<file path="config.mk">
export PLATFORM = sky130hd
export DESIGN_NAME = opmode_clk_ctrl
export DESIGN_NICKNAME = d
export VERILOG_FILES = /design/src/verilog/opmode_clk_pkg.sv /design/src/verilog/opmode_clk_ctrl.sv
export SDC_FILE = /design/constraint.sdc
export NUM_CORES = 1
export LEC_CHECK = 0
export ABC_AREA = 1
export BUFFER_PORTS_ARGS = -buffer_cell sky130_fd_sc_hd__buf_2
export CELL_PAD_IN_SITES_DETAIL_PLACEMENT = 1
export CELL_PAD_IN_SITES_GLOBAL_PLACEMENT = 1
export CORE_ASPECT_RATIO = 1.75
export CORE_MARGIN = 2
export CORE_UTILIZATION = 42
export DETAILED_ROUTE_END_ITERATION = 8
export PLACE_DENSITY = 0.95
export SLEW_MARGIN = 10
export SYNTH_ARGS = -nofsm -noshare
export SYNTH_HDL_FRONTEND = slang
export SYNTH_SLANG_ARGS = --single-unit
export TNS_END_PERCENT = 1
</file>
<file path="constraint.sdc">
create_clock -name pclk -period 3.23 [get_ports pclk]
set_input_delay 0.646 -clock pclk [delete_from_list [all_inputs] [get_ports pclk]]
set_output_delay 0.646 -clock pclk [all_outputs]
set_load 0.1 [all_outputs]
</file>
<file path="src/verilog/opmode_clk_pkg.sv">
// Constants, register map and types of the operating-mode clock controller.
// Assumes a 100 MHz APB clock that also stands in for the main oscillator.
package opmode_clk_pkg;

	// ****************************************
	// Register offsets (byte addresses)
	// ****************************************
	localparam logic [7:0] OFS_POWER_CONTROL = 8'h00;
	localparam logic [7:0] OFS_CLK_SOURCE = 8'h04;
	localparam logic [7:0] OFS_BUS_DIVIDER = 8'h08;
	localparam logic [7:0] OFS_CLK_ENABLE = 8'h0C;
	localparam logic [7:0] OFS_START_POLARITY = 8'h10;
	localparam logic [7:0] OFS_START_ENABLE = 8'h14;
	localparam logic [7:0] OFS_START_RAW = 8'h18;
	localparam logic [7:0] OFS_START_STATUS = 8'h1C;
	localparam logic [7:0] OFS_MODE_STATUS = 8'h20;

	// ****************************************
	// Field positions
	// ****************************************
	localparam int PWR_STOP_BIT = 0;
	localparam int PWR_HC_SW_BIT = 1;
	localparam int PWR_RUN_SEL_BIT = 2;
	localparam int PWR_HC_VAL_BIT = 5;
	localparam int SRC_RTC_SEL_BIT = 0;
	localparam int SRC_MAIN_PLL_BIT = 1;
	localparam int SRC_USB_PLL_BIT = 2;
	localparam int SRC_RTC_PLL_BIT = 3;
	localparam int DIV_AHB_LSB = 0;
	localparam int DIV_PERIPH_LSB = 2;
	localparam int EN_USB_BUS_BIT = 0;
	localparam int EN_USB_48M_BIT = 1;
	localparam int EN_DDR_BIT = 2;
	localparam int EN_DDR_DIV2_BIT = 3;
	localparam int EN_SD_DIV_LSB = 4;

	// ****************************************
	// Reset values and clock figures
	// ****************************************
	localparam logic RTC_PLL_RUN_RST = 1'b1;
	localparam logic [1:0] AHB_DIV_RST = 2'h0;
	localparam logic [4:0] PERIPH_DIV_RST = 5'h00;
	localparam logic [3:0] SD_DIV_RST = 4'h0;
	localparam int USB_PREDIV = 13;
	localparam int USB_PLL_MULT = 48;
	localparam int AHB_MAX_MHZ = 104;
	localparam int CPU_MAX_MHZ = 208;
	localparam int SD_DIV_MAX = 15;

	typedef enum logic [3:0] {
		MODE_DIRECT = 4'b0001,
		MODE_RUN = 4'b0010,
		MODE_STOP = 4'b0100,
		MODE_SWITCH = 4'b1000
	} op_mode_t;

endpackage

</file>
<file path="src/verilog/opmode_clk_ctrl.sv">
// Operating-mode clock controller: run, direct run and stop modes, clock gates,
// derived clock strobes, start controller and core-voltage request.
// Assumes an APB master on pclk; clocks are produced as gate and strobe levels.
`timescale 1ns/100ps
module opmode_clk_ctrl import opmode_clk_pkg::*; #(
	parameter int NUM_START = 8
) (
	input wire logic pclk,
	input wire logic presetn,
	input wire logic psel,
	input wire logic penable,
	input wire logic pwrite,
	input wire logic [7:0] paddr,
	input wire logic [31:0] pwdata,
	output logic [31:0] prdata,
	output logic pready,
	output logic pslverr,
	input wire logic [NUM_START-1:0] start_src,
	input wire logic main_pll_locked,
	input wire logic usb_pll_locked,
	output logic cpu_clock_gate,
	output logic ahb_clock_gate,
	output logic peripheral_clock_gate,
	output logic clk_src_pll,
	output logic system_base_clock_gate,
	output logic system_base_src_rtc,
	output logic [1:0] ahb_div_sel,
	output logic [4:0] periph_div_sel,
	output logic main_pll_power,
	output logic usb_pll_power,
	output logic rtc_multiplier_pll_run,
	output logic usb_pll_ref,
	output logic usb_48m_clock_gate,
	output logic usb_bus_clock_gate,
	output logic ddr_memory_clock_gate,
	output logic ddr_div2,
	output logic sd_card_clock,
	output logic core_voltage_high_request,
	output logic [3:0] op_mode
);

	typedef struct packed {
		op_mode_t mode;
		logic to_run;
		logic stop_pend;
		logic pwr_stop;
		logic pwr_hc_sw;
		logic pwr_run_sel;
		logic pwr_hc_val;
		logic src_rtc;
		logic main_pll_on;
		logic usb_pll_on;
		logic rtc_pll_on;
		logic [1:0] ahb_div;
		logic [4:0] periph_div;
		logic en_usb_bus;
		logic en_usb_48m;
		logic en_ddr;
		logic ddr_div2;
		logic [3:0] sd_div;
		logic [3:0] sd_cnt;
		logic [3:0] usb_cnt;
		logic [NUM_START-1:0] start_pol;
		logic [NUM_START-1:0] start_en;
		logic [NUM_START-1:0] start_raw;
		logic [NUM_START-1:0] start_lvl;
		logic [31:0] prdata;
		logic pready;
		logic pslverr;
		logic cpu_gate;
		logic ahb_gate;
		logic periph_gate;
		logic sel_pll;
		logic usb_ref;
		logic usb_48m_gate;
		logic usb_bus_gate;
		logic ddr_gate;
		logic sd_clk;
		logic hc_req;
	} state_t;

	state_t st_ff;
	state_t nxt_st;

	// ****************************************
	// Start source edge detection
	// ****************************************
	logic [NUM_START-1:0] start_lvl;
	logic [NUM_START-1:0] start_edge;
	logic [NUM_START-1:0] start_masked;
	logic start_activated;

	genvar gi;
	generate
		for (gi = 0; gi < NUM_START; gi++) begin : g_start
			assign start_lvl[gi] = st_ff.start_pol[gi] ? ~start_src[gi] : start_src[gi];
			assign start_edge[gi] = start_lvl[gi] & ~st_ff.start_lvl[gi];
			assign start_masked[gi] = st_ff.start_raw[gi] & st_ff.start_en[gi];
		end
	endgenerate

	assign start_activated = |start_masked;

	// ****************************************
	// APB decode
	// ****************************************
	logic wr_en;
	logic setup;
	logic act_now;
	logic addr_ok;
	logic [31:0] rd_mux;

	assign setup = psel & ~penable;
	assign wr_en = psel & penable & pwrite & st_ff.pready;
	// Event in the write cycle counts as active before the write
	assign act_now = start_activated | (|(start_edge & st_ff.start_en));

	always_comb begin
		rd_mux = 32'h0000_0000;
		addr_ok = 1'b1;
		unique case (paddr)
			OFS_POWER_CONTROL: begin
				rd_mux[PWR_STOP_BIT] = st_ff.pwr_stop;
				rd_mux[PWR_HC_SW_BIT] = st_ff.pwr_hc_sw;
				rd_mux[PWR_RUN_SEL_BIT] = st_ff.pwr_run_sel;
				rd_mux[PWR_HC_VAL_BIT] = st_ff.pwr_hc_val;
			end
			OFS_CLK_SOURCE: begin
				rd_mux[SRC_RTC_SEL_BIT] = st_ff.src_rtc;
				rd_mux[SRC_MAIN_PLL_BIT] = st_ff.main_pll_on;
				rd_mux[SRC_USB_PLL_BIT] = st_ff.usb_pll_on;
				rd_mux[SRC_RTC_PLL_BIT] = st_ff.rtc_pll_on;
			end
			OFS_BUS_DIVIDER: begin
				rd_mux[DIV_AHB_LSB +: 2] = st_ff.ahb_div;
				rd_mux[DIV_PERIPH_LSB +: 5] = st_ff.periph_div;
			end
			OFS_CLK_ENABLE: begin
				rd_mux[EN_USB_BUS_BIT] = st_ff.en_usb_bus;
				rd_mux[EN_USB_48M_BIT] = st_ff.en_usb_48m;
				rd_mux[EN_DDR_BIT] = st_ff.en_ddr;
				rd_mux[EN_DDR_DIV2_BIT] = st_ff.ddr_div2;
				rd_mux[EN_SD_DIV_LSB +: 4] = st_ff.sd_div;
			end
			OFS_START_POLARITY: rd_mux[NUM_START-1:0] = st_ff.start_pol;
			OFS_START_ENABLE: rd_mux[NUM_START-1:0] = st_ff.start_en;
			OFS_START_RAW: rd_mux[NUM_START-1:0] = st_ff.start_raw;
			OFS_START_STATUS: rd_mux[NUM_START-1:0] = start_masked;
			OFS_MODE_STATUS: begin
				rd_mux[3:0] = st_ff.mode;
				rd_mux[4] = main_pll_locked;
				rd_mux[5] = usb_pll_locked;
				rd_mux[6] = start_activated;
			end
			default: addr_ok = 1'b0;
		endcase
	end

	// ****************************************
	// Next state
	// ****************************************
	always_comb begin
		nxt_st = st_ff;
		nxt_st.pready = setup;
		nxt_st.prdata = setup ? rd_mux : 32'h0000_0000;
		nxt_st.pslverr = setup & ~addr_ok;
		nxt_st.start_lvl = start_lvl;

		if (wr_en) begin
			unique case (paddr)
				OFS_POWER_CONTROL: begin
					nxt_st.pwr_stop = pwdata[PWR_STOP_BIT];
					nxt_st.pwr_hc_sw = pwdata[PWR_HC_SW_BIT];
					nxt_st.pwr_run_sel = pwdata[PWR_RUN_SEL_BIT];
					nxt_st.pwr_hc_val = pwdata[PWR_HC_VAL_BIT];
					nxt_st.stop_pend = pwdata[PWR_STOP_BIT] & ~act_now;
				end
				OFS_CLK_SOURCE: begin
					nxt_st.src_rtc = pwdata[SRC_RTC_SEL_BIT];
					nxt_st.main_pll_on = pwdata[SRC_MAIN_PLL_BIT];
					nxt_st.usb_pll_on = pwdata[SRC_USB_PLL_BIT];
					nxt_st.rtc_pll_on = pwdata[SRC_RTC_PLL_BIT];
				end
				OFS_BUS_DIVIDER: begin
					nxt_st.ahb_div = pwdata[DIV_AHB_LSB +: 2];
					nxt_st.periph_div = pwdata[DIV_PERIPH_LSB +: 5];
				end
				OFS_CLK_ENABLE: begin
					nxt_st.en_usb_bus = pwdata[EN_USB_BUS_BIT];
					nxt_st.en_usb_48m = pwdata[EN_USB_48M_BIT];
					nxt_st.en_ddr = pwdata[EN_DDR_BIT];
					nxt_st.ddr_div2 = pwdata[EN_DDR_DIV2_BIT];
					nxt_st.sd_div = pwdata[EN_SD_DIV_LSB +: 4];
					nxt_st.sd_cnt = 4'h0;
				end
				OFS_START_POLARITY: nxt_st.start_pol = pwdata[NUM_START-1:0];
				OFS_START_ENABLE: nxt_st.start_en = pwdata[NUM_START-1:0];
				OFS_START_RAW: nxt_st.start_raw = st_ff.start_raw & ~pwdata[NUM_START-1:0];
				default: ;
			endcase
		end
		// New start events win over a clear in the same cycle
		nxt_st.start_raw = nxt_st.start_raw | start_edge;

		// Mode sequencing; every clk_src_pll change passes a gap cycle
		unique case (st_ff.mode)
			MODE_DIRECT: begin
				if (st_ff.stop_pend) begin
					nxt_st.mode = MODE_STOP;
					nxt_st.stop_pend = 1'b0;
				end else if (st_ff.pwr_run_sel & st_ff.main_pll_on & main_pll_locked) begin
					nxt_st.mode = MODE_SWITCH;
					nxt_st.to_run = 1'b1;
				end
			end
			MODE_RUN: begin
				if (st_ff.stop_pend | ~st_ff.pwr_run_sel | ~st_ff.main_pll_on | ~main_pll_locked) begin
					nxt_st.mode = MODE_SWITCH;
					nxt_st.to_run = 1'b0;
				end
			end
			MODE_SWITCH: begin
				nxt_st.mode = st_ff.to_run ? MODE_RUN : MODE_DIRECT;
			end
			MODE_STOP: begin
				if (start_activated) begin
					nxt_st.mode = MODE_DIRECT;
					nxt_st.pwr_stop = 1'b0;
				end
			end
		endcase

		// Source select flips on leaving the gap; the DDR gate opens with it, the CPU, AHB, peripheral, base and USB bus gates reopen one cycle later
		nxt_st.sel_pll = (nxt_st.mode == MODE_RUN)
				| ((nxt_st.mode == MODE_SWITCH) & st_ff.sel_pll);
		nxt_st.cpu_gate = ((nxt_st.mode == MODE_RUN) | (nxt_st.mode == MODE_DIRECT))
				& (st_ff.mode != MODE_SWITCH);
		nxt_st.ahb_gate = nxt_st.cpu_gate;
		nxt_st.periph_gate = nxt_st.cpu_gate;
		nxt_st.usb_bus_gate = nxt_st.ahb_gate & nxt_st.en_usb_bus;
		nxt_st.ddr_gate = (nxt_st.mode == MODE_RUN) & nxt_st.en_ddr;
		nxt_st.hc_req = nxt_st.pwr_hc_sw ? nxt_st.pwr_hc_val
				: (nxt_st.mode == MODE_STOP);

		// USB path runs from the oscillator only, whatever the mode
		nxt_st.usb_ref = 1'b0;
		if (st_ff.usb_pll_on) begin
			if (st_ff.usb_cnt == 4'(USB_PREDIV - 1)) begin
				nxt_st.usb_cnt = 4'h0;
				nxt_st.usb_ref = 1'b1;
			end else begin
				nxt_st.usb_cnt = st_ff.usb_cnt + 4'h1;
			end
		end else begin
			nxt_st.usb_cnt = 4'h0;
		end
		nxt_st.usb_48m_gate = st_ff.usb_pll_on & usb_pll_locked & st_ff.en_usb_48m;

		// SD strobe every sd_div CPU cycles; zero keeps it stopped
		nxt_st.sd_clk = 1'b0;
		if (st_ff.cpu_gate && st_ff.sd_div != 4'h0 && !(wr_en && paddr == OFS_CLK_ENABLE)) begin
			if (st_ff.sd_cnt >= st_ff.sd_div - 4'h1) begin
				nxt_st.sd_cnt = 4'h0;
				nxt_st.sd_clk = 1'b1;
			end else begin
				nxt_st.sd_cnt = st_ff.sd_cnt + 4'h1;
			end
		end
	end

	// ****************************************
	// State register
	// ****************************************
	always_ff @(posedge pclk or negedge presetn) begin
		if (!presetn) begin
			st_ff <= '0;
			st_ff.mode <= MODE_DIRECT;
			st_ff.rtc_pll_on <= RTC_PLL_RUN_RST;
			st_ff.ahb_div <= AHB_DIV_RST;
			st_ff.periph_div <= PERIPH_DIV_RST;
			st_ff.sd_div <= SD_DIV_RST;
			st_ff.cpu_gate <= 1'b1;
			st_ff.ahb_gate <= 1'b1;
			st_ff.periph_gate <= 1'b1;
		end else begin
			st_ff <= nxt_st;
		end
	end

	assign prdata = st_ff.prdata;
	assign pready = st_ff.pready;
	assign pslverr = st_ff.pslverr;
	assign cpu_clock_gate = st_ff.cpu_gate;
	assign ahb_clock_gate = st_ff.ahb_gate;
	assign peripheral_clock_gate = st_ff.periph_gate;
	assign clk_src_pll = st_ff.sel_pll;
	assign system_base_clock_gate = st_ff.cpu_gate;
	assign system_base_src_rtc = st_ff.src_rtc;
	assign ahb_div_sel = st_ff.ahb_div;
	assign periph_div_sel = st_ff.periph_div;
	assign main_pll_power = st_ff.main_pll_on;
	assign usb_pll_power = st_ff.usb_pll_on;
	assign rtc_multiplier_pll_run = st_ff.rtc_pll_on;
	assign usb_pll_ref = st_ff.usb_ref;
	assign usb_48m_clock_gate = st_ff.usb_48m_gate;
	assign usb_bus_clock_gate = st_ff.usb_bus_gate;
	assign ddr_memory_clock_gate = st_ff.ddr_gate;
	assign ddr_div2 = st_ff.ddr_div2;
	assign sd_card_clock = st_ff.sd_clk;
	assign core_voltage_high_request = st_ff.hc_req;
	assign op_mode = st_ff.mode;
endmodule

</file>
==> flow_results.org <==
** Die
- The die covers about 12000 um2.
- In this run the horizontal extent of the chip is 84.9 um.
- After floorplanning, the core was divided into 51 placement rows.
- Die extent in y :: ~150 um
- Top-level I/O count :: ~120
- The initial utilization of the core area, before any placement, comes to 0.431.
- Area of the placeable core :: 11200 um2

** Clock tree
- Number of gates given a new drive strength after cts :: 0
- The longest clock path from root to sink contains 2 buffers.
- Clock latency on the worst-skew pair, taken at its later pin, is 0.35 ns.
- Clk Tree Root Cell :: sky130_fd_sc_hd__clkbuf_16
- In this run the post-CTS setup repair buffer count came out at 0.
- Clock H-tree levels :: 3
- Clock-pin slew was measured on the worst setup and hold paths at around 0.06 ns.
- CTS Sinks :: 87
- For this design, the CTS-stage hold fixing added 0 buffers.
- In this run, CTS created clock tree buffers numbering 9.
- Clock tree from TritonCTS :: done

** Synthesis
- Largest area contributor in the synthesized netlist :: sky130_fd_sc_hd__dfrtp_1
- After synthesis, the share of flip-flops with an asynchronous set or reset is 1.00.
- By count the netlist is led by sky130_fd_sc_hd__nand2_1 (185), sky130_fd_sc_hd__dfrtp_1 (84), sky130_fd_sc_hd__inv_1 (79).
- During synthesis, Yosys emitted a total of 0 warnings.
- The share of the Yosys chip area taken by registers is 0.454.
- Mean area per synthesized cell :: 7.69 um2
- Summing every instance area after synthesis gives around 4800 um2.
- Commonest register cell after synthesis :: sky130_fd_sc_hd__dfrtp_1
- Count of state elements after synthesis :: 87
- The synthesized netlist contains 34 unique library cells.
- Leading cell type by number of instances after synthesis :: sky130_fd_sc_hd__nand2_1
- Post-synth top area share :: 0.437
- Number of enable flip-flop cells after synthesis :: 0
- Leading cell types by total area after synthesis :: sky130_fd_sc_hd__dfrtp_1 (44%), sky130_fd_sc_hd__nand2_1 (14%), sky130_fd_sc_hd__buf_4 (7.2%)
- Synthesis produced about 630 cells.

** Power
- Worst voltage drop across the vdd grid :: between 0.0003 and 0.0004 V
- After layout, the design draws a total of a little under 3000 uW.
- In this run the power density over the cells is 551 nW/um2.
- Leakage power of the design :: 0.00282 uW

** Setup path
- Critical path launch point :: op_mode[0]
- Cell count along the critical path :: 1
- STA puts the critical path data arrival time at about 1.4 ns.
- Path type of the worst setup path :: reg -> out
- Crit end category :: primary output
- The setup check on the worst reg-to-reg path leaves a slack of ~1.3 ns.
- For the worst flop-to-flop path, the logic depth is 11.
- The endpoint identified for the worst register-to-register timing path is st_ff[81].
- Critical path destination :: op_mode[0]
- The cell family contributing the most delay on the critical path is flip-flops.
- Largest incremental delay on the critical path :: approximately 0.6 ns
- Sequence of cells on the critical path :: buf_2
- For this design, the slowest cell found on the critical path is sky130_fd_sc_hd__dfstp_2.
- Top fanout value on the critical path :: 7
- Worst Setup Start Kind :: register
- Worst R2R Start :: st_ff[86]
- Data on the critical path is required at its endpoint by 2.58 ns.
- Counting both buffers and inverters, the worst setup path holds a total of 1.

** Timing
- The worst path meets setup with roughly 1.2 ns of slack.
- Final Max Tran Viols :: 0
- In this run the tightest slew margin relative to its limit is 0.637.
- Measured slew at the worst slew-check pin :: ~0.54 ns
- In the final timing run, aggregate negative setup slack is 0 ns.
- Final setup skew :: 0.00691 ns
- F_max :: ~490 MHz
- Setup violations remaining at the end of the flow were counted as 0.
- Time the final worst path needs with I/O delays and setup :: 2.04 ns
- Final critical-path share of the clock period :: 0.632
- Final Hold Viols :: 0
- Setup repair after global routing left no endpoint under its margin.

** Cells and area
- Number of antenna diodes :: 0
- For this run, the post-layout net count is roughly 740.
- Final design area excluding fillers :: 5310 um2
- Of the cells placed in the final design, the portion with a size suffix greater than 1 is 0.156.
- From synthesis to final layout, the design area changed by 10.4%.

** Global routing
- For this run the aggregate overflow at the end of global routing stands at 0.
- Wire length of the first global-routing pass :: between 20000 and 25000 um
- Entering global routing, the biggest net connects between 80 and 90 pins.
- The number of antenna violations at the first check in global routing was 0.
- Total routing usage reported by global routing :: 0.249
- Via count of the first global-routing pass :: 4698

** Min path
- The tightest min-delay check is of the in -> async type.

** Placed design
- # port buffers :: between 60 and 70
- Weighted congestion at the end of routability-driven global placement :: 0.939
- Once placement finished, the instance area stood at about 5000 um2.
- Setup slack at placement :: approximately 1.0 ns
- Summed over all nets, the half-perimeter wirelength after detailed placement is 11000 um.

** Route
- Total via count after detailed routing :: 4240
- Number of detailed-route iterations in the first pass :: 4
- In the routed layout, each cell is associated on average with a via count of ~5.2.
- After detailed routing, the total wire length is approximately 14000 um.
- Initial drt markers :: around 190
- Per-cell routed wire length :: 17.8 um
- Once detail routing completed, the nets flagged for antenna violations numbered 0.
- For this run, design rule violations remaining after detail routing come to 0.

** Run
- Max-cap violations :: 0

** Status
- Status :: finished, final reports clean
logic make-up (layout without fill, tap and decap cells):
logic type / after synthesis / in the layout / synth area share
AO/OA/AOI/OAI: 80 / 80 / 0.0887
XOR/XNOR: 7 / 7 / 0.0128
adder cells (fa/ha/maj): 8 / 8 / 0.0208
buffers and inverters: 135 / 168 / 0.143
flip-flops: 87 / 87 / 0.454
other: 1 / 24 / 0.000780
AND/OR/NAND/NOR: 307 / 307 / 0.281
metrics by stage:
stage | std cells | util | hold WS, ns
finish | 813 | 0.475 | 0.329
global route | 813 | 0.475 | 0.374
CTS | 813 | 0.475 | 0.352
detailed placement | 799 | 0.453 | 0.500
floorplan | 648 | - | 0.350
global placement | 799 | 0.453 | 0.464
layout make-up:
type                       count  area, um2
timing repair buffer          68        358
multi-input combinational    426       2030
sequential                    87       2180
clock inverter                 2       10.0
tap                          132        165
clock buffer                  12        236
fill                        1444       5860
inverter                      86        328
state kept, by name (all words and copies together), names as in the netlist, 2 cells and up:
signal	flops
ahb_div_sel	2
periph_div_sel	5
st_ff	53
op_mode	4
prdata	8
power by group:
part / switching, uW / total, uW / internal [uW]
registers: 57.0 / 1200 / 1150
logic: 670 / 802 / 132
clock network: 410 / 920 / 511
total: 1140 / 2930 / 1790
worst min path at each step:
stage                          from           endpoint  slack [ns]
after global routing        presetn          st_ff[70]        0.37
after detailed placement  st_ff[76]          st_ff[76]        0.50
after global placement    st_ff[76]          st_ff[76]        0.46
final                       presetn          st_ff[71]        0.33
after CTS                   presetn  periph_div_sel[2]        0.35
after floorplan             presetn     ahb_div_sel[0]        0.35
cells in the final DEF (no fill, tap or decap), types with 2 or more instances in the layout:
cell type                   netlist  final
sky130_fd_sc_hd__dfstp_2          3      3
sky130_fd_sc_hd__xnor2_1          3      3
sky130_fd_sc_hd__nand2_1        185    185
sky130_fd_sc_hd__nor2_1          65     65
sky130_fd_sc_hd__clkbuf_1         2      3
sky130_fd_sc_hd__buf_2            1     66
sky130_fd_sc_hd__a21oi_1         12     12
sky130_fd_sc_hd__nand4_1          7      7
sky130_fd_sc_hd__nor2_4           7      7
sky130_fd_sc_hd__xor2_1           4      4
sky130_fd_sc_hd__o211ai_1         3      3
sky130_fd_sc_hd__inv_2            5      5
sky130_fd_sc_hd__dfrtp_1         84     84
sky130_fd_sc_hd__nand3_2          2      2
sky130_fd_sc_hd__clkinv_2         0      2
sky130_fd_sc_hd__clkbuf_16        0      9
sky130_fd_sc_hd__o21ai_1         13     13
sky130_fd_sc_hd__ha_1             8      8
sky130_fd_sc_hd__nor2_8           2      2
sky130_fd_sc_hd__nand2_2          2      2
sky130_fd_sc_hd__conb_1           1     24
sky130_fd_sc_hd__o21ai_0         47     47
sky130_fd_sc_hd__inv_1           79     79
sky130_fd_sc_hd__nand3_4          2      2
sky130_fd_sc_hd__inv_4            2      2
sky130_fd_sc_hd__nand3_1         26     26
sky130_fd_sc_hd__nor3_1           4      4
sky130_fd_sc_hd__and2_1           3      3
metal layers:
layer,routed length [um],track usage
met1,5150,0.260
met2,7780,0.446
met3,542,0.0414
met4,962,0.167
met5,0,0
Power figures use the tool's default switching activity.
